[src/common/twm_regs.vh]
/*
 two-wire master receiver: shared constants.
 assumes inclusion by the core files; definitions only.
*/
`ifndef TWM_REGS_VH
`define TWM_REGS_VH

// timing
`define TWM_CLK_NS        40
`define TWM_HALF_NS       2000
`define TWM_HALF_CYC      8'h32

// byte framing
`define TWM_LAST_BIT      4'h7
`define TWM_ACK_BIT       4'h8

// receive path
`define TWM_DATA_W        8
`define TWM_FIFO_DEPTH    4
`define TWM_FIFO_AW       2

// reset values
`define TWM_LINE_IDLE     1'b1
`define TWM_TRANSFER_COMPLETE_FLAG_RST    1'b1

// internal address sizes
`define TWM_IA_ONE        2'h1
`define TWM_IA_TWO        2'h2
`define TWM_IA_THREE      2'h3

`endif

[src/core/twm_sync.v]
/*
 two flip-flop synchroniser for a group of level inputs.
 assumes inputs are asynchronous to clk_i; idle value is high.
*/
`timescale 1ns/10ps
`include "twm_regs.vh"
module twm_sync #(
   parameter W = 2
) (
   input  wire         clk_i,
   input  wire         rst_i,
   input  wire [W-1:0] d_i,
   output wire [W-1:0] q_o
);
   reg [W-1:0] meta_q;
   reg [W-1:0] sync_q;

   always @(posedge clk_i) begin
      if (rst_i) begin
         meta_q <= {W{`TWM_LINE_IDLE}};
         sync_q <= {W{`TWM_LINE_IDLE}};
      end else begin
         meta_q <= d_i;
         sync_q <= meta_q;
      end
   end

   assign q_o = sync_q;
endmodule

[src/core/twm_fifo.v]
/*
 small flip-flop fifo with valid/ready on both sides.
 assumes one clock; depth is a power of two equal to 2**AW.
*/
`timescale 1ns/10ps
`include "twm_regs.vh"
module twm_fifo #(
   parameter WIDTH = 8,
   parameter DEPTH = 4,
   parameter AW    = 2
) (
   input  wire             clk_i,
   input  wire             rst_i,
   input  wire             in_valid_i,
   output wire             in_ready_o,
   input  wire [WIDTH-1:0] in_data_i,
   output wire             out_valid_o,
   input  wire             out_ready_i,
   output wire [WIDTH-1:0] out_data_o
);
   reg [WIDTH-1:0] mem_q [0:DEPTH-1];
   reg [AW-1:0]    wr_q;
   reg [AW-1:0]    rd_q;
   reg [AW:0]      cnt_q;
   wire            push;
   wire            pop;

   assign in_ready_o  = (cnt_q != DEPTH[AW:0]);
   assign out_valid_o = (cnt_q != {(AW+1){1'b0}});
   assign out_data_o  = mem_q[rd_q];
   assign push        = in_valid_i & in_ready_o;
   assign pop         = out_valid_o & out_ready_i;

   always @(posedge clk_i) begin
      if (push) begin
         mem_q[wr_q] <= in_data_i;
      end
   end

   always @(posedge clk_i) begin
      if (rst_i) begin
         wr_q  <= {AW{1'b0}};
         rd_q  <= {AW{1'b0}};
         cnt_q <= {(AW+1){1'b0}};
      end else begin
         if (push) begin
            wr_q <= wr_q + 1'b1;
         end
         if (pop) begin
            rd_q <= rd_q + 1'b1;
         end
         if (push & ~pop) begin
            cnt_q <= cnt_q + 1'b1;
         end else if (pop & ~push) begin
            cnt_q <= cnt_q - 1'b1;
         end
      end
   end
endmodule

[src/core/twm_master.v]
/*
 two-wire bus master: reads with optional internal address, arbitration,
 bus busy watch, receive fifo and holding register.
 assumes open-drain lines with external pull-ups; control bits are
 driven by software logic on clk_i.
*/
`timescale 1ns/10ps
`include "twm_regs.vh"
module twm_master (
   input  wire        clk_i,
   input  wire        rst_i,
   input  wire        scl_i,
   output wire        scl_o,
   output wire        scl_oe_o,
   input  wire        sda_i,
   output wire        sda_o,
   output wire        sda_oe_o,
   input  wire        master_role_on_i,
   input  wire        slave_role_on_i,
   input  wire        start_i,
   input  wire        stop_i,
   input  wire        read_direction_flag_i,
   input  wire [6:0]  device_address_field_i,
   input  wire [1:0]  internal_address_size_i,
   input  wire [23:0] internal_address_bytes_i,
   input  wire        rhr_read_i,
   input  wire        status_read_i,
   input  wire        dma_rx_enable_i,
   input  wire        arb_irq_enable_i,
   output wire [7:0]  receive_holding_register_o,
   output wire        receive_holding_full_o,
   output wire        dma_rx_req_o,
   output wire        no_ack_flag_o,
   output wire        arbitration_lost_flag_o,
   output wire        transfer_complete_flag_o,
   output wire        arb_irq_o,
   output wire        slave_ack_allow_o
);
   localparam [7:0] HALF_CYC = `TWM_HALF_CYC;
   localparam [3:0] ST_IDLE  = 4'h1;
   localparam [3:0] ST_START = 4'h2;
   localparam [3:0] ST_BIT   = 4'h4;
   localparam [3:0] ST_STOP  = 4'h8;

   reg  [3:0]  state_q;
   reg  [1:0]  ph_q;
   reg  [7:0]  cnt_q;
   reg  [3:0]  bit_q;
   reg  [7:0]  shift_q;
   reg  [1:0]  ia_left_q;
   reg         restart_q;
   reg         addr_q;
   reg         rw_q;
   reg         rx_q;
   reg         last_q;
   reg         push_q;
   reg         start_pend_q;
   reg         stop_pend_q;
   reg         busy_q;
   reg         scl_prev_q;
   reg         sda_prev_q;
   reg         no_ack_flag_q;
   reg         arb_q;
   reg         transfer_complete_flag_q;
   reg         irq_q;
   reg         sack_q;
   reg         scl_oe_q;
   reg         sda_oe_q;
   reg  [7:0]  rhr_q;
   reg         rhr_full_q;
   reg         dreq_q;
   reg         scl_low_d;
   reg         sda_low_d;
   reg  [7:0]  ia_byte;
   wire [1:0]  lines_s;
   wire        scl_s;
   wire        sda_s;
   wire        seen_start;
   wire        seen_stop;
   wire        high_ph;
   wire        step;
   wire        wait_push;
   wire        go;
   wire        arb_hit;
   wire        fifo_ready;
   wire        fifo_valid;
   wire [7:0]  fifo_data;
   wire        fifo_pop;
   wire        addr_rw;

   twm_sync #(
      .W (2)
   ) u_sync (
      .clk_i (clk_i),
      .rst_i (rst_i),
      .d_i   ({scl_i, sda_i}),
      .q_o   (lines_s)
   );
   assign scl_s = lines_s[1];
   assign sda_s = lines_s[0];

   // bus condition detection
   assign seen_start = scl_s & scl_prev_q & sda_prev_q & ~sda_s;
   assign seen_stop  = scl_s & scl_prev_q & ~sda_prev_q & sda_s;

   // busy tracked internally only, no port carries it
   always @(posedge clk_i) begin
      if (rst_i) begin
         scl_prev_q <= `TWM_LINE_IDLE;
         sda_prev_q <= `TWM_LINE_IDLE;
         busy_q     <= 1'b0;
      end else begin
         scl_prev_q <= scl_s;
         sda_prev_q <= sda_s;
         if (seen_stop) begin
            busy_q <= 1'b0;
         end else if (seen_start) begin
            busy_q <= 1'b1;
         end
      end
   end

   // phase timing, high phases stretch while scl held low
   assign high_ph   = ph_q[0];
   assign step      = (cnt_q == 8'h00) & (~high_ph | scl_s);
   assign wait_push = push_q & (state_q == ST_BIT) & (bit_q == `TWM_ACK_BIT);
   assign go        = step & ~wait_push;
   assign arb_hit   = go & (state_q == ST_BIT) & (ph_q == 2'h1) & ~rx_q
                    & (bit_q <= `TWM_LAST_BIT) & shift_q[7] & ~sda_s;
   assign addr_rw   = (ia_left_q == 2'h0) & read_direction_flag_i;

   always @* begin
      case (ia_left_q)
         `TWM_IA_THREE: ia_byte = internal_address_bytes_i[23:16];
         `TWM_IA_TWO:   ia_byte = internal_address_bytes_i[15:8];
         default:       ia_byte = internal_address_bytes_i[7:0];
      endcase
   end

   // line drive per state and phase
   always @* begin
      scl_low_d = 1'b0;
      sda_low_d = 1'b0;
      case (state_q)
         ST_START: begin
            scl_low_d = (ph_q == 2'h0) & restart_q;
            sda_low_d = (ph_q == 2'h2);
         end
         ST_BIT: begin
            scl_low_d = ~high_ph;
            if (bit_q <= `TWM_LAST_BIT) begin
               sda_low_d = ~rx_q & ~shift_q[7];
            end else begin
               sda_low_d = rx_q & ~last_q;
            end
         end
         ST_STOP: begin
            scl_low_d = (ph_q == 2'h0);
            sda_low_d = (ph_q != 2'h2);
         end
         default: begin
            scl_low_d = 1'b0;
            sda_low_d = 1'b0;
         end
      endcase
   end

   always @(posedge clk_i) begin
      if (rst_i) begin
         state_q      <= ST_IDLE;
         ph_q         <= 2'h0;
         cnt_q        <= 8'h00;
         bit_q        <= 4'h0;
         shift_q      <= 8'h00;
         ia_left_q    <= 2'h0;
         restart_q    <= 1'b0;
         addr_q       <= 1'b0;
         rw_q         <= 1'b0;
         rx_q         <= 1'b0;
         last_q       <= 1'b0;
         push_q       <= 1'b0;
         start_pend_q <= 1'b0;
         stop_pend_q  <= 1'b0;
         no_ack_flag_q       <= 1'b0;
         arb_q        <= 1'b0;
         transfer_complete_flag_q     <= `TWM_TRANSFER_COMPLETE_FLAG_RST;
         scl_oe_q     <= 1'b0;
         sda_oe_q     <= 1'b0;
      end else begin
         scl_oe_q <= scl_low_d;
         sda_oe_q <= sda_low_d & ~arb_hit;
         if (push_q & fifo_ready) begin
            push_q <= 1'b0;
         end
         if (status_read_i) begin
            no_ack_flag_q <= 1'b0;
            arb_q  <= 1'b0;
         end
         if (start_i) begin
            start_pend_q <= 1'b1;
            transfer_complete_flag_q     <= 1'b0;
         end
         if (stop_i) begin
            stop_pend_q <= 1'b1;
         end
         if (cnt_q != 8'h00 && (!high_ph || scl_s)) begin
            cnt_q <= cnt_q - 1'b1;
         end
         if (arb_hit) begin
            arb_q        <= 1'b1;
            start_pend_q <= 1'b0;
            stop_pend_q  <= 1'b0;
            transfer_complete_flag_q     <= 1'b1;
            state_q      <= ST_IDLE;
         end else begin
            case (state_q)
               ST_IDLE: begin
                  // wait for free bus with master enabled
                  if (start_pend_q && master_role_on_i && !busy_q) begin
                     state_q      <= ST_START;
                     start_pend_q <= 1'b0;
                     restart_q    <= 1'b0;
                     ia_left_q    <= internal_address_size_i;
                     ph_q         <= 2'h0;
                     cnt_q        <= HALF_CYC;
                  end
               end
               ST_START: begin
                  if (go) begin
                     cnt_q <= HALF_CYC;
                     if (ph_q == 2'h2) begin
                        state_q <= ST_BIT;
                        ph_q    <= 2'h0;
                        bit_q   <= 4'h0;
                        addr_q  <= 1'b1;
                        rx_q    <= 1'b0;
                        rw_q    <= addr_rw;
                        shift_q <= {device_address_field_i, addr_rw};
                     end else begin
                        ph_q <= ph_q + 1'b1;
                     end
                  end
               end
               ST_BIT: begin
                  if (go) begin
                     cnt_q <= HALF_CYC;
                     if (!high_ph) begin
                        ph_q <= 2'h1;
                     end else if (bit_q <= `TWM_LAST_BIT) begin
                        ph_q  <= 2'h0;
                        bit_q <= bit_q + 1'b1;
                        shift_q <= {shift_q[6:0], sda_s};
                        if (rx_q && bit_q == `TWM_LAST_BIT) begin
                           push_q <= 1'b1;
                           last_q <= stop_pend_q;
                        end
                     end else begin
                        ph_q  <= 2'h0;
                        bit_q <= 4'h0;
                        if (rx_q) begin
                           if (last_q) begin
                              state_q <= ST_STOP;
                           end
                        end else if (sda_s) begin
                           no_ack_flag_q  <= 1'b1;
                           state_q <= ST_STOP;
                        end else if (addr_q && rw_q) begin
                           rx_q <= 1'b1;
                        end else if (ia_left_q != 2'h0) begin
                           addr_q    <= 1'b0;
                           shift_q   <= ia_byte;
                           ia_left_q <= ia_left_q - 1'b1;
                        end else if (!addr_q && read_direction_flag_i) begin
                           state_q   <= ST_START;
                           restart_q <= 1'b1;
                        end else begin
                           state_q <= ST_STOP;
                        end
                     end
                  end
               end
               ST_STOP: begin
                  if (go) begin
                     cnt_q <= HALF_CYC;
                     if (ph_q == 2'h2) begin
                        state_q     <= ST_IDLE;
                        ph_q        <= 2'h0;
                        stop_pend_q <= stop_i;
                        transfer_complete_flag_q    <= ~start_i & ~start_pend_q;
                     end else begin
                        ph_q <= ph_q + 1'b1;
                     end
                  end
               end
               default: begin
                  state_q <= ST_IDLE;
               end
            endcase
         end
         if (start_i) begin
            transfer_complete_flag_q <= 1'b0;
         end
      end
   end

   twm_fifo #(
      .WIDTH (`TWM_DATA_W),
      .DEPTH (`TWM_FIFO_DEPTH),
      .AW    (`TWM_FIFO_AW)
   ) u_fifo (
      .clk_i       (clk_i),
      .rst_i       (rst_i),
      .in_valid_i  (push_q),
      .in_ready_o  (fifo_ready),
      .in_data_i   (shift_q),
      .out_valid_o (fifo_valid),
      .out_ready_i (~rhr_full_q | rhr_read_i),
      .out_data_o  (fifo_data)
   );
   assign fifo_pop = fifo_valid & (~rhr_full_q | rhr_read_i);

   // holding register, new byte wins over a same-cycle read
   always @(posedge clk_i) begin
      if (rst_i) begin
         rhr_q      <= 8'h00;
         rhr_full_q <= 1'b0;
         dreq_q     <= 1'b0;
         irq_q      <= 1'b0;
         sack_q     <= 1'b0;
      end else begin
         if (fifo_pop) begin
            rhr_q      <= fifo_data;
            rhr_full_q <= 1'b1;
         end else if (rhr_read_i) begin
            rhr_full_q <= 1'b0;
         end
         dreq_q <= dma_rx_enable_i & (fifo_pop | (rhr_full_q & ~rhr_read_i));
         irq_q  <= arb_irq_enable_i & (arb_q | arb_hit);
         // own-address ack held off after a loss until a status read clears the flag
         sack_q <= slave_role_on_i & ~arb_q & ~arb_hit;
      end
   end

   assign scl_o                      = 1'b0;
   assign sda_o                      = 1'b0;
   assign scl_oe_o                   = scl_oe_q;
   assign sda_oe_o                   = sda_oe_q;
   assign receive_holding_register_o = rhr_q;
   assign receive_holding_full_o     = rhr_full_q;
   assign dma_rx_req_o               = dreq_q;
   assign no_ack_flag_o              = no_ack_flag_q;
   assign arbitration_lost_flag_o    = arb_q;
   assign transfer_complete_flag_o   = transfer_complete_flag_q;
   assign arb_irq_o                  = irq_q;
   assign slave_ack_allow_o          = sack_q;
endmodule

[config.mk]
export PLATFORM = sky130hd
export DESIGN_NAME = twm_master
export DESIGN_NICKNAME = d
export VERILOG_FILES = /design/src/core/twm_sync.v /design/src/core/twm_fifo.v /design/src/core/twm_master.v
export VERILOG_INCLUDE_DIRS = /design/src /design/src/common
export SDC_FILE = /design/constraint.sdc
export NUM_CORES = 1
export LEC_CHECK = 0
export BUFFER_PORTS_ARGS = -buffer_cell sky130_fd_sc_hd__buf_4
export CORE_ASPECT_RATIO = 0.8
export CORE_MARGIN = 1
export CORE_UTILIZATION = 40
export DETAILED_ROUTE_END_ITERATION = 10
export SETUP_SLACK_MARGIN = 0.15
export SLEW_MARGIN = 10
export SYNTH_ARGS = -nofsm -noshare
export SYNTH_HDL_FRONTEND = slang
export SYNTH_SLANG_ARGS = --single-unit
export TNS_END_PERCENT = 50
[constraint.sdc]
create_clock -name clk_i -period 5.4 [get_ports clk_i]
set_input_delay 0.81 -clock clk_i [delete_from_list [all_inputs] [get_ports clk_i]]
set_output_delay 0.81 -clock clk_i [all_outputs]
set_load 0.005 [all_outputs]
# [After elaboration in Yosys (flattened, before gate mapping)]
# Memory sizes are Yosys's and may differ from the RTL's. A register that Yosys moved wholly into a read port is not among the register bits.
# Cells that the tools add are included.
[op_classes] n_addsub=8 n_lt_le_gt_ge=1 n_eq_ne=34 n_mux=119 bitwise_logic=49 n_reduce_logical=40
[op_table] op="2-to-1 mux 8 bit" count=13
[op_table] op="2-to-1 mux 4 bit" count=19
[op_table] op="2-to-1 mux 1 bit" count=61
[op_table] op="case mux 8 bit (2 select lines)" count=3
[op_table] op="AND reduction 11 bit" count=3
[op_table] op="bitwise AND 1 bit" count=30
[op_table] op="!= test 2 bit, second input constant" count=13
[op_table] op="2-to-1 mux 2 bit" count=12
[op_table] op="AND reduction 10 bit" count=2
[op_table] op="case mux 4 bit (4 select lines)" count=1
[op_table] op="inverter 1 bit" count=15
[op_table] op="nonzero test 3 bit" count=5
[op_table] op="!= test 3 bit, second input constant" count=4
[op_table] op="AND reduction 6 bit" count=2
[op_table] op="nonzero test 2 bit" count=6
[op_table] op="equality test 4 x 3 -> 1 bit, second input constant" count=2
[op_table] op="equality test 4 bit, second input constant" count=2
[op_table] op="zero test 8 bit" count=1
[op_table] op="!= test 4 x 3 -> 1 bit, second input constant" count=2
[op_table] op="case mux 4 bit (2 select lines)" count=1
[op_table] op="nonzero test 8 bit" count=1
[op_table] op="subtractor 8 x 1 -> 8 bit, second input constant" count=1
[op_table] op="AND reduction 7 bit" count=1
[op_table] op="adder 2 x 1 -> 2 bit, second input constant" count=3
[op_table] op="27 further kinds" count=48
[totals] regBits=59 mem_bits_rw=32 in_bits=46 output_inout_bits=19 elab_cells=283 memories=1
[mem_list] name="u_fifo.mem_q" words=4 word_bits=8 read_ports=1 rd_ports_with_merged_regs=1 write_ports=1 line_no="twm_fifo.v:21" source="reg [WIDTH-1:0] mem_q [0:DEPTH-1];"

# [Depth between registers and ports, before layout]
# Gate-level depths: netlist (run 1).
[depth] ltp_word=13 mapped_depth=9 ltp_nobuf=9

# [Modules after synthesis]
# A second synthesis (run 1) with hierarchy kept.
[unflattened] cells_unflattened=455 hier_area_um2=4740.8
[modules_own_cells] module="twm_master" n_inst=1 cells_per_inst=357 area_each_um2=2997.9 seq_area_each_um2=1121.1
[modules_own_cells] module="twm_fifo" n_inst=1 cells_per_inst=90 area_each_um2=1637.8 seq_area_each_um2=1141.1
[modules_own_cells] module="twm_sync" n_inst=1 cells_per_inst=8 area_each_um2=105.1 seq_area_each_um2=80.1

# [Worst setup path after synthesis (run 1)]
# OpenSTA, ideal clock, no wires.
[synth_path] kind="input-to-reg" start="input port rhr_read_i" end="register u_fifo.cnt_q[2]" setup_time_ns=0.070 t_arrival_ns=2.312 required_time_ns=5.330 slack_ns=3.017 path_stages=9 path_buffers=0 path_cell_list="inv_1 -> a21oi_1 -> clkinv_1 -> ha_1 -> inv_1 -> fa_1 -> xor2_1 -> or3_1 -> a21oi_1"
[synth_between] elab_chain_cells=5 word_cells_on_any_way=7 cone_classes="mux: 1; bitwise: 5; reduce/logical: 1"
[synth_rtl] element="start, declared" line_no="twm_master.v:26" source="input wire rhr_read_i,"
[synth_rtl] element="OR 1 bit (*)" line_no="twm_master.v:317" source=".out_ready_i (~rhr_full_q | rhr_read_i),"
[synth_rtl] element="bitwise AND 1 bit (*)" line_no="twm_fifo.v:32" source="assign pop = out_valid_o & out_ready_i;"
[synth_rtl] element="inverter 1 bit" line_no="twm_fifo.v:52" source="if (push & ~pop) begin"
[synth_rtl] element="bitwise AND 1 bit" line_no="twm_fifo.v:52"
[synth_rtl] element="2-to-1 mux 3 bit or nonzero test 2 bit (tied branches)"
[synth_rtl] element="end signal, assigned" line_no="twm_fifo.v:44" source="cnt_q <= {(AW+1){1'b0}};"
[synth_rtl] element="end signal, assigned" line_no="twm_fifo.v:53" source="cnt_q <= cnt_q + 1'b1;"
[synth_rtl] element="end signal, assigned" line_no="twm_fifo.v:55" source="cnt_q <= cnt_q - 1'b1;"
[synth_rtl] element="end, declared" line_no="twm_fifo.v:24" source="reg [AW:0] cnt_q;"
# Every way passes the cells marked *; elsewhere a longest branch is shown, timed or not.
# A chain may end at the register's enable or synchronous reset.

# [Final worst setup path (run 1)]
# Same ends and word-level chain as after synthesis.

==> key figures, run 1 <==
Run status
  – Status: complete, no violations

GRT
  – First-pass GRT wire length: 18800 um
  – Tot GR Track Use: 20.0%
  – Number of global-route vias before repair: 3581
  – Initial antenna violation count: 0
  – Largest net degree at the start of global routing: 59
  – Gr ovfl total: 0

CTS
  – PostCTS Resize Cnt: 0
  – Clk sinks: 99
  – Root Driver: clkbuf_16
  – Clk Latency, worst-skew pair: 0.35 ns
  – Total CTS buffers: 9
  – CTS tree: done
  – Reg clk slew, reported paths: 0.07 ns
  – Hold-fix buffers, CTS: 0
  – Post-CTS setup buffer count: 0
  – CTS Buffer Depth: 2
  – Htree depth: 3

Worst setup path
  – Critical Path End Type: register
  – R2R depth: 9
  – Critical Path RT: 5.68 ns
  – Slowest stage cell on the critical path: a21oi_1
  – Critical path arrival: 3.23 ns
  – Critical Path Start Type: input pin
  – RR Startpoint: u_fifo.cnt_q[0]$_SDFFE_PP0P_
  – Worst path cell trace: buf_4, inv_1, a21oi_1, clkinv_1, ha_1, inv_1, fa_1, xor2_1, or3_1, a21oi_1
  – FF-to-FF setup slack: 2.51 ns
  – CP Max Fanout: 11
  – Worst stage delay on the critical path: 0.68 ns
  – Worst r2r dst: u_fifo.cnt_q[2]$_SDFFE_PP0P_
  – CP Buf/Inv Count: 4
  – Crit. Startpoint: rhr_read_i
  – Crit path kind: input pin to register
  – Crit-path leading delay family: compound AO/OA/AOI/OAI gates

Yosys
  – Mapped cell area: 4750 um^2
  – Synth Area in Compound Gates: 17.9%
  – Synth warn: 0
  – Top-area cell type share of the netlist area: 28.2%
  – Sequential area share after synthesis: 48.4%
  – Synth top area cells: dfxtp_1 28%, edfxtp_1 20%, a21oi_1 5.3%, mux4_2 3.8%, ha_1 3.2%
  – Synth Flop Type: dfxtp_1
  – Ys async rst share: 0%
  – Mean area per synthesized cell: 10.3 um^2
  – Mapped Cells: 462
  – Synth Area in Simple Gates: 18.4%
  – EDFF count, synth: 32
  – Main combinational cell family by area after synthesis: simple AND/OR/NAND/NOR gates
  – Seq cells post-synth: 99
  – Post-synthesis adder-cell area fraction: 3.58%
  – Multiplexer share of the synthesized area: 5.26%
  – Synth area leader: dfxtp_1
  – Yosys cell types: 76
  – Xor/xnor cell area share of the yosys netlist: 2.21%

Min path
  – Hold Crit Class: register to register
  – Hold path endpoint: u_sync.q_o[0]$_SDFF_PP1_
  – Min-delay src: u_sync.meta_q[0]$_SDFF_PP1_
  – Hold Path Depth: 1

Place
  – Hpwl dp: 8030 um
  – RD Place Congestion: 0.792
  – Placed Cells incl. Taps: 648
  – PortBufs: 62

Floorplan
  – Die Span X: 124 um
  – I/O pin count: 65
  – Initial Util: 41.1%
  – Die area: 12300 um^2
  – Rows: 35
  – DIE HEIGHT: 99.5 um
  – Core box area: 11600 um^2

Cells and area
  – N_diodes: 0
  – Sequential Area: 2300 um^2
  – Layout cells sized above 1: 22.7%
  – Area grow syn2layout: 17.3%
  – Finished Layout Cells: 664
  – Area occupied by multi-input gates: 2260 um^2
  – Final net count: 570
  – Layout fillers: 1116

STA
  – Final Max Slew Viols: 0
  – Max Clock Freq: 338 MHz
  – Tcrit/Tclk final: 54.7%
  – Final TNS setup: 0 ns
  – Hold Vio Cnt, Final: 0
  – # setup viols final: 0
  – Post-layout min period: 2.96 ns
  – RSZ-0062 raised after global routing: false
  – Clock Skew: 0.00579 ns
  – Slew HR: 35.1%
  – Slew @ Worst Pin: 0.972 ns

Routing
  – Vias/cell: 5.65
  – Routed Antenna Nets: 0
  – Drt pass-1 iters: 5
  – Vias: 3750
  – Wire per inst: 17.2 um
  – DR iter-0 viols: 186
  – Final wirelength: 11400 um
  – DRC viols: 0

Power
  – Pwr dens: 401 nW/um^2
  – Worst IR Drop VDD: 0.000203 V
  – Static leakage: 2.05 nW

Flow run
  – Max-cap viol count: 0
-- metrics by stage --
step	instance area (um^2)	hold WS [ns]	utilization (%)	power (mW)	setup WS, ns
2_1_floorplan	4760	0.389	-	1.43	3.02
3_3_place_gp	5280	0.392	45.7	1.60	2.13
3_5_place_dp	5280	0.395	45.7	1.62	2.04
4_1_cts	5580	0.416	48.2	2.26	2.41
5_1_grt	5580	0.427	48.2	2.38	2.18
6_report	5580	0.416	48.2	2.24	2.44
-- power breakdown --
group	total, mW	internal, mW	switching, mW
Combinational	0.647	0.299	0.347
Clock	0.632	0.334	0.298
Sequential	0.957	0.847	0.110
Total	2.24	1.48	0.756
-- worst reg2reg max path, cell delays in order (launching register included) --
cell and delay [ns]:
dfxtp_1 0.41, nor3_1 0.10, a21oi_1 0.67, clkinv_1 0.48, ha_1 0.36, inv_1 0.09, fa_1 0.18, xor2_1 0.08
or3_1 0.30, a21oi_1 0.14
-- final cells by class --
cell class                      instances  share of cell area (%)
Multi-Input combinational cell        322                    40.6
Tap cell                              148                    3.32
Clock inverter                          6                   0.965
Clock buffer                           10                    4.29
Timing Repair Buffer                   63                    8.48
Inverter                               16                    1.08
Sequential cell                        99                    41.3
-- how the worst max path moves through the flow --
| stage | end | slack, ns | cells past startpoint |
|---|---|---|---|
| after floorplan | u_fifo.cnt_q[2]$_SDFFE_PP0P_ | 3.02 | 9 |
| after CTS | u_fifo.cnt_q[2]$_SDFFE_PP0P_ | 2.41 | 10 |
| after global placement | u_fifo.cnt_q[2]$_SDFFE_PP0P_ | 2.13 | 10 |
| final | u_fifo.cnt_q[2]$_SDFFE_PP0P_ | 2.44 | 10 |
| after detailed placement | u_fifo.cnt_q[2]$_SDFFE_PP0P_ | 2.04 | 10 |
| after global routing | u_fifo.cnt_q[2]$_SDFFE_PP0P_ | 2.18 | 10 |
-- synth_stat cells (3+ instances only) --
master	number
or3_1	3
xnor2_1	4
nand3_1	9
a22o_1	8
mux2i_1	7
a22oi_1	3
xor2_1	8
or2_2	7
inv_1	15
o211ai_1	3
a21oi_1	50
nor3_1	14
o21ai_0	16
edfxtp_1	32
nor2_1	36
nand2b_1	5
nor2b_1	3
a211oi_1	7
clkbuf_1	15
nor3b_1	3
nand4_1	4
dfxtp_1	67
nand2_1	40
nand3b_1	4
a31o_2	4
a31oi_1	6
mux4_2	8
and2_1	6
buf_4	5
ha_1	12
-- state kept, by name (all words and copies together) (netlist names), 2 cells and up --
name	cells
ph_q	2
bit_q	4
state_q	4
u_fifo.cnt_q	3
u_fifo.wr_q	2
u_fifo.rd_q	2
cnt_q	8
shift_q	8
u_fifo.mem_q	32
u_sync.q_o	2
u_sync.meta_q	2
receive_holding_register_o	8
ia_left_q	2
-- metal layers --
| layer | share of wire [%] | wire (um) | track usage, % | vias to the layer above |
|---|---|---|---|---|
| met5 | 0 | 0 | 0 | - |
| li1 | - | - | - | 1797 |
| met2 | 42 | 4850 | 28.2 | 130 |
| met1 | 49 | 5600 | 30.2 | 1809 |
| met4 | 1.4 | 162 | 5.86 | 0 |
| met3 | 7.3 | 830 | 4.76 | 14 |
-- logic make-up after synthesis --
logic type      Yosys count
compound gates          123
xor+xnor                 12
fa+ha+maj                13
buf+inv                  42
flops                    99
mux                      15
other cells               1
simple gates            157
-- cell usage in the layout, fill, tap and decap left out, types with 3 or more instances in the layout --
cell | netlist | final
buf_4 | 5 | 63
a31o_2 | 4 | 4
inv_6 | 0 | 3
inv_1 | 15 | 15
a211oi_1 | 7 | 7
nand3b_1 | 4 | 4
mux4_2 | 8 | 8
nor2_1 | 36 | 36
nand2b_1 | 5 | 5
and2_1 | 6 | 6
o21ai_0 | 16 | 16
mux2i_1 | 7 | 7
nand4_1 | 4 | 4
nand3_1 | 9 | 9
a21oi_1 | 50 | 50
o211ai_1 | 3 | 3
ha_1 | 12 | 12
xor2_1 | 8 | 8
nor3b_1 | 3 | 3
or2_2 | 7 | 7
clkbuf_16 | 0 | 9
nor2b_1 | 3 | 3
nand2_1 | 40 | 40
xnor2_1 | 4 | 4
a31oi_1 | 6 | 6
a22oi_1 | 3 | 3
edfxtp_1 | 32 | 32
nor3_1 | 14 | 14
dfxtp_1 | 67 | 67
or3_1 | 3 | 3
a22o_1 | 8 | 8
Power figures use the tool's default switching activity.
==> inputs of run 2 (changes only) <==
- clock period: 5.4 -> 2.8 ns (I/O delays scaled with it)
==> key figures, run 2 (synthesized netlist as in run 1, its figures left out) <==
Routing
  – Routed Antenna Nets: 0 (unchanged)
  – DR iter-0 viols: 229 (was 186)
  – Vias/cell: 5.54 (was 5.65)
  – Final wirelength: 11100 um (was 11400 um)
  – Vias: 3724 (was 3750)
  – Wire per inst: 16.6 um (was 17.2 um)
  – DRC viols: 0 (unchanged)
  – Drt pass-1 iters: 5 (unchanged)

Worst setup path
  – Critical Path RT: 3.05 ns (was 5.68 ns)
  – Critical path arrival: 2.71 ns (was 3.23 ns)
  – Critical Path End Type: register (unchanged)
  – CP Max Fanout: 16 (was 11)
  – CP Buf/Inv Count: 2 (was 4)
  – Slowest stage cell on the critical path: a2111oi_1 (was a21oi_1)
  – Crit path kind: register to register (was input pin to register)
  – Worst stage delay on the critical path: 0.66 ns (was 0.68 ns)
  – Crit-path leading delay family: compound AO/OA/AOI/OAI gates (unchanged)
  – Worst path cell trace: inv_1, ha_1, a2111oi_1, o21ai_1, a221oi_4, buf_4, nor2_1, a211oi_1 (was buf_4, inv_1, a21oi_1, clkinv_1, ha_1, inv_1, fa_1, xor2_1, or3_1, a21oi_1)
  – Critical Path Start Type: register (was input pin)

STA
  – Clock Skew: 0.00773 ns (was 0.00579 ns)
  – Slew HR: 51.3% (was 35.1%)
  – Hold Vio Cnt, Final: 0 (unchanged)
  – Final TNS setup: 0 ns (unchanged)
  – Slew @ Worst Pin: 0.728 ns (was 0.972 ns)
  – Post-layout min period: 2.46 ns
  – Max Clock Freq: 407 MHz
  – Tcrit/Tclk final: 87.8%
  – Final hold slack: 0.256 ns (was 0.416 ns)
  – RSZ-0062 raised after global routing: false (unchanged)
  – # setup viols final: 0 (unchanged)
  – Worst setup margin: 0.343 ns (was 2.44 ns)
  – Final Max Slew Viols: 0 (unchanged)

Cells and area
  – Layout fillers: 1104 (was 1116)
  – Design Area, Final: 5640 um^2 (was 5580 um^2)
  – N_diodes: 0 (unchanged)
  – Most common cell after layout, fill and taps aside: buf_4 (was dfxtp_1)
  – Biggest register: u_fifo.mem_q (unchanged)
  – Area grow syn2layout: 18.6% (was 17.3%)
  – Max reg flops: 32 (unchanged)
  – Final net count: 578 (was 570)
  – Most frequent cells in the layout: 71 x buf_4, 67 x dfxtp_1, 50 x a21oi_1 (was 67 x dfxtp_1, 63 x buf_4, 50 x a21oi_1)
  – Layout cells sized above 1: 23.7% (was 22.7%)

Power
  – Worst IR Drop VDD: 0.000345 V (was 0.000203 V)
  – Pwr dens: 773 nW/um^2 (was 401 nW/um^2)
  – Pwr Total: 4.36 mW (was 2.24 mW)
  – Static leakage: 2.09 nW (was 2.05 nW)

Floorplan
  – Core box area: 11600 um^2 (unchanged)
  – Initial Util: 41.1% (unchanged)
  – DIE HEIGHT: 99.5 um (unchanged)
  – I/O pin count: 65 (unchanged)
  – Rows: 35 (unchanged)
  – Die area: 12300 um^2 (unchanged)
  – Die Span X: 124 um (unchanged)

CTS
  – CTS Buffer Depth: 2 (unchanged)
  – Hold-fix buffers, CTS: 0 (unchanged)
  – Reg clk slew, reported paths: 0.07 ns (about the same)
  – Post-CTS setup buffer count: 0 (unchanged)
  – Root Driver: clkbuf_16 (unchanged)
  – Total CTS buffers: 9 (unchanged)
  – Htree depth: 3 (unchanged)
  – Clk Latency, worst-skew pair: 0.35 ns (about the same)
  – Clk sinks: 99 (unchanged)
  – PostCTS Resize Cnt: 0 (unchanged)
  – CTS tree: done (unchanged)

Flow run
  – Max-cap viol count: 0 (unchanged)

GRT
  – Largest net degree at the start of global routing: 59 (unchanged)
  – First-pass GRT wire length: 18100 um (was 18800 um)
  – Tot GR Track Use: 19.5% (was 20.0%)
  – Gr ovfl total: 0 (unchanged)
  – Number of global-route vias before repair: 3433 (was 3581)
  – Initial antenna violation count: 0 (unchanged)

Place
  – PortBufs: 62 (unchanged)
  – Hpwl dp: 8080 um (was 8030 um)
  – Post-Place Worst Slack: 0.440 ns (was 2.04 ns)
  – Placed instance area: 5340 um^2 (was 5280 um^2)
  – RD Place Congestion: 0.833 (was 0.792)

Run status
  – Status: complete, no violations (unchanged)

Min path
  – Hold Crit Class: input pin to register (was register to register)
-- run 2: cell count changes in the layout (fill, tap and decap cells not counted) --
cell        change
bufinv_16       +1
buf_4           +8
clkinvlp_4      +2
clkbuf_1        +1
inv_6           -3
clkinv_2        +1
clkbuf_8        -1
inv_8           -1
-- run 2: metal layers --
metal  vias to the layer above  wire [um]  GRT usage [%]
met1                      1771       5550           29.6
met4                         0        198           6.78
met5                         -          0              0
met2                       123       4680           26.9
met3                        17        710           4.07
li1                       1813          -              -
-- run 2: stage by stage --
| stage | util [%] | std cells |
|---|---|---|
| 3_3_place_gp | 46.2 | 656 |
| 5_1_grt | 48.8 | 672 |
| 3_5_place_dp | 46.2 | 656 |
| 6_report | 48.8 | 672 |
| 2_1_floorplan | - | 463 |
| 4_1_cts | 48.8 | 672 |
-- run 2: area by class of cell --
type / instances / area [um^2] / share of cell area [%]
sequential: 99 / 2300 / 40.8
multi-input combinational: 322 / 2260 / 40.1
timing repair buffer: 71 / 533 / 9.45
clock buffer: 10 / 229 / 4.06
tap: 148 / 185 / 3.28
clock inverter: 6 / 66.3 / 1.18
inverter: 16 / 60.1 / 1.07
-- run 2: report_power, final --
part           internal (mW)  switching, mW
logic                  0.605          0.670
registers               1.63          0.208
clock network          0.693          0.546
total                   2.93           1.42
-- run 2: path summary, 6_finish.rpt --
path | depth (start not counted) | end | slack, ns | from
max | 8 | shift_q[7]$_SDFFE_PP0P_ | 0.34 | ia_left_q[0]$_SDFFE_PP0P_
min | 2 | u_sync.meta_q[1]$_SDFF_PP1_ | 0.26 | scl_i
max reg2reg | 8 | shift_q[7]$_SDFFE_PP0P_ | 0.34 | ia_left_q[0]$_SDFFE_PP0P_
min reg2reg | 1 | u_sync.q_o[1]$_SDFF_PP1_ | 0.41 | u_sync.meta_q[1]$_SDFF_PP1_
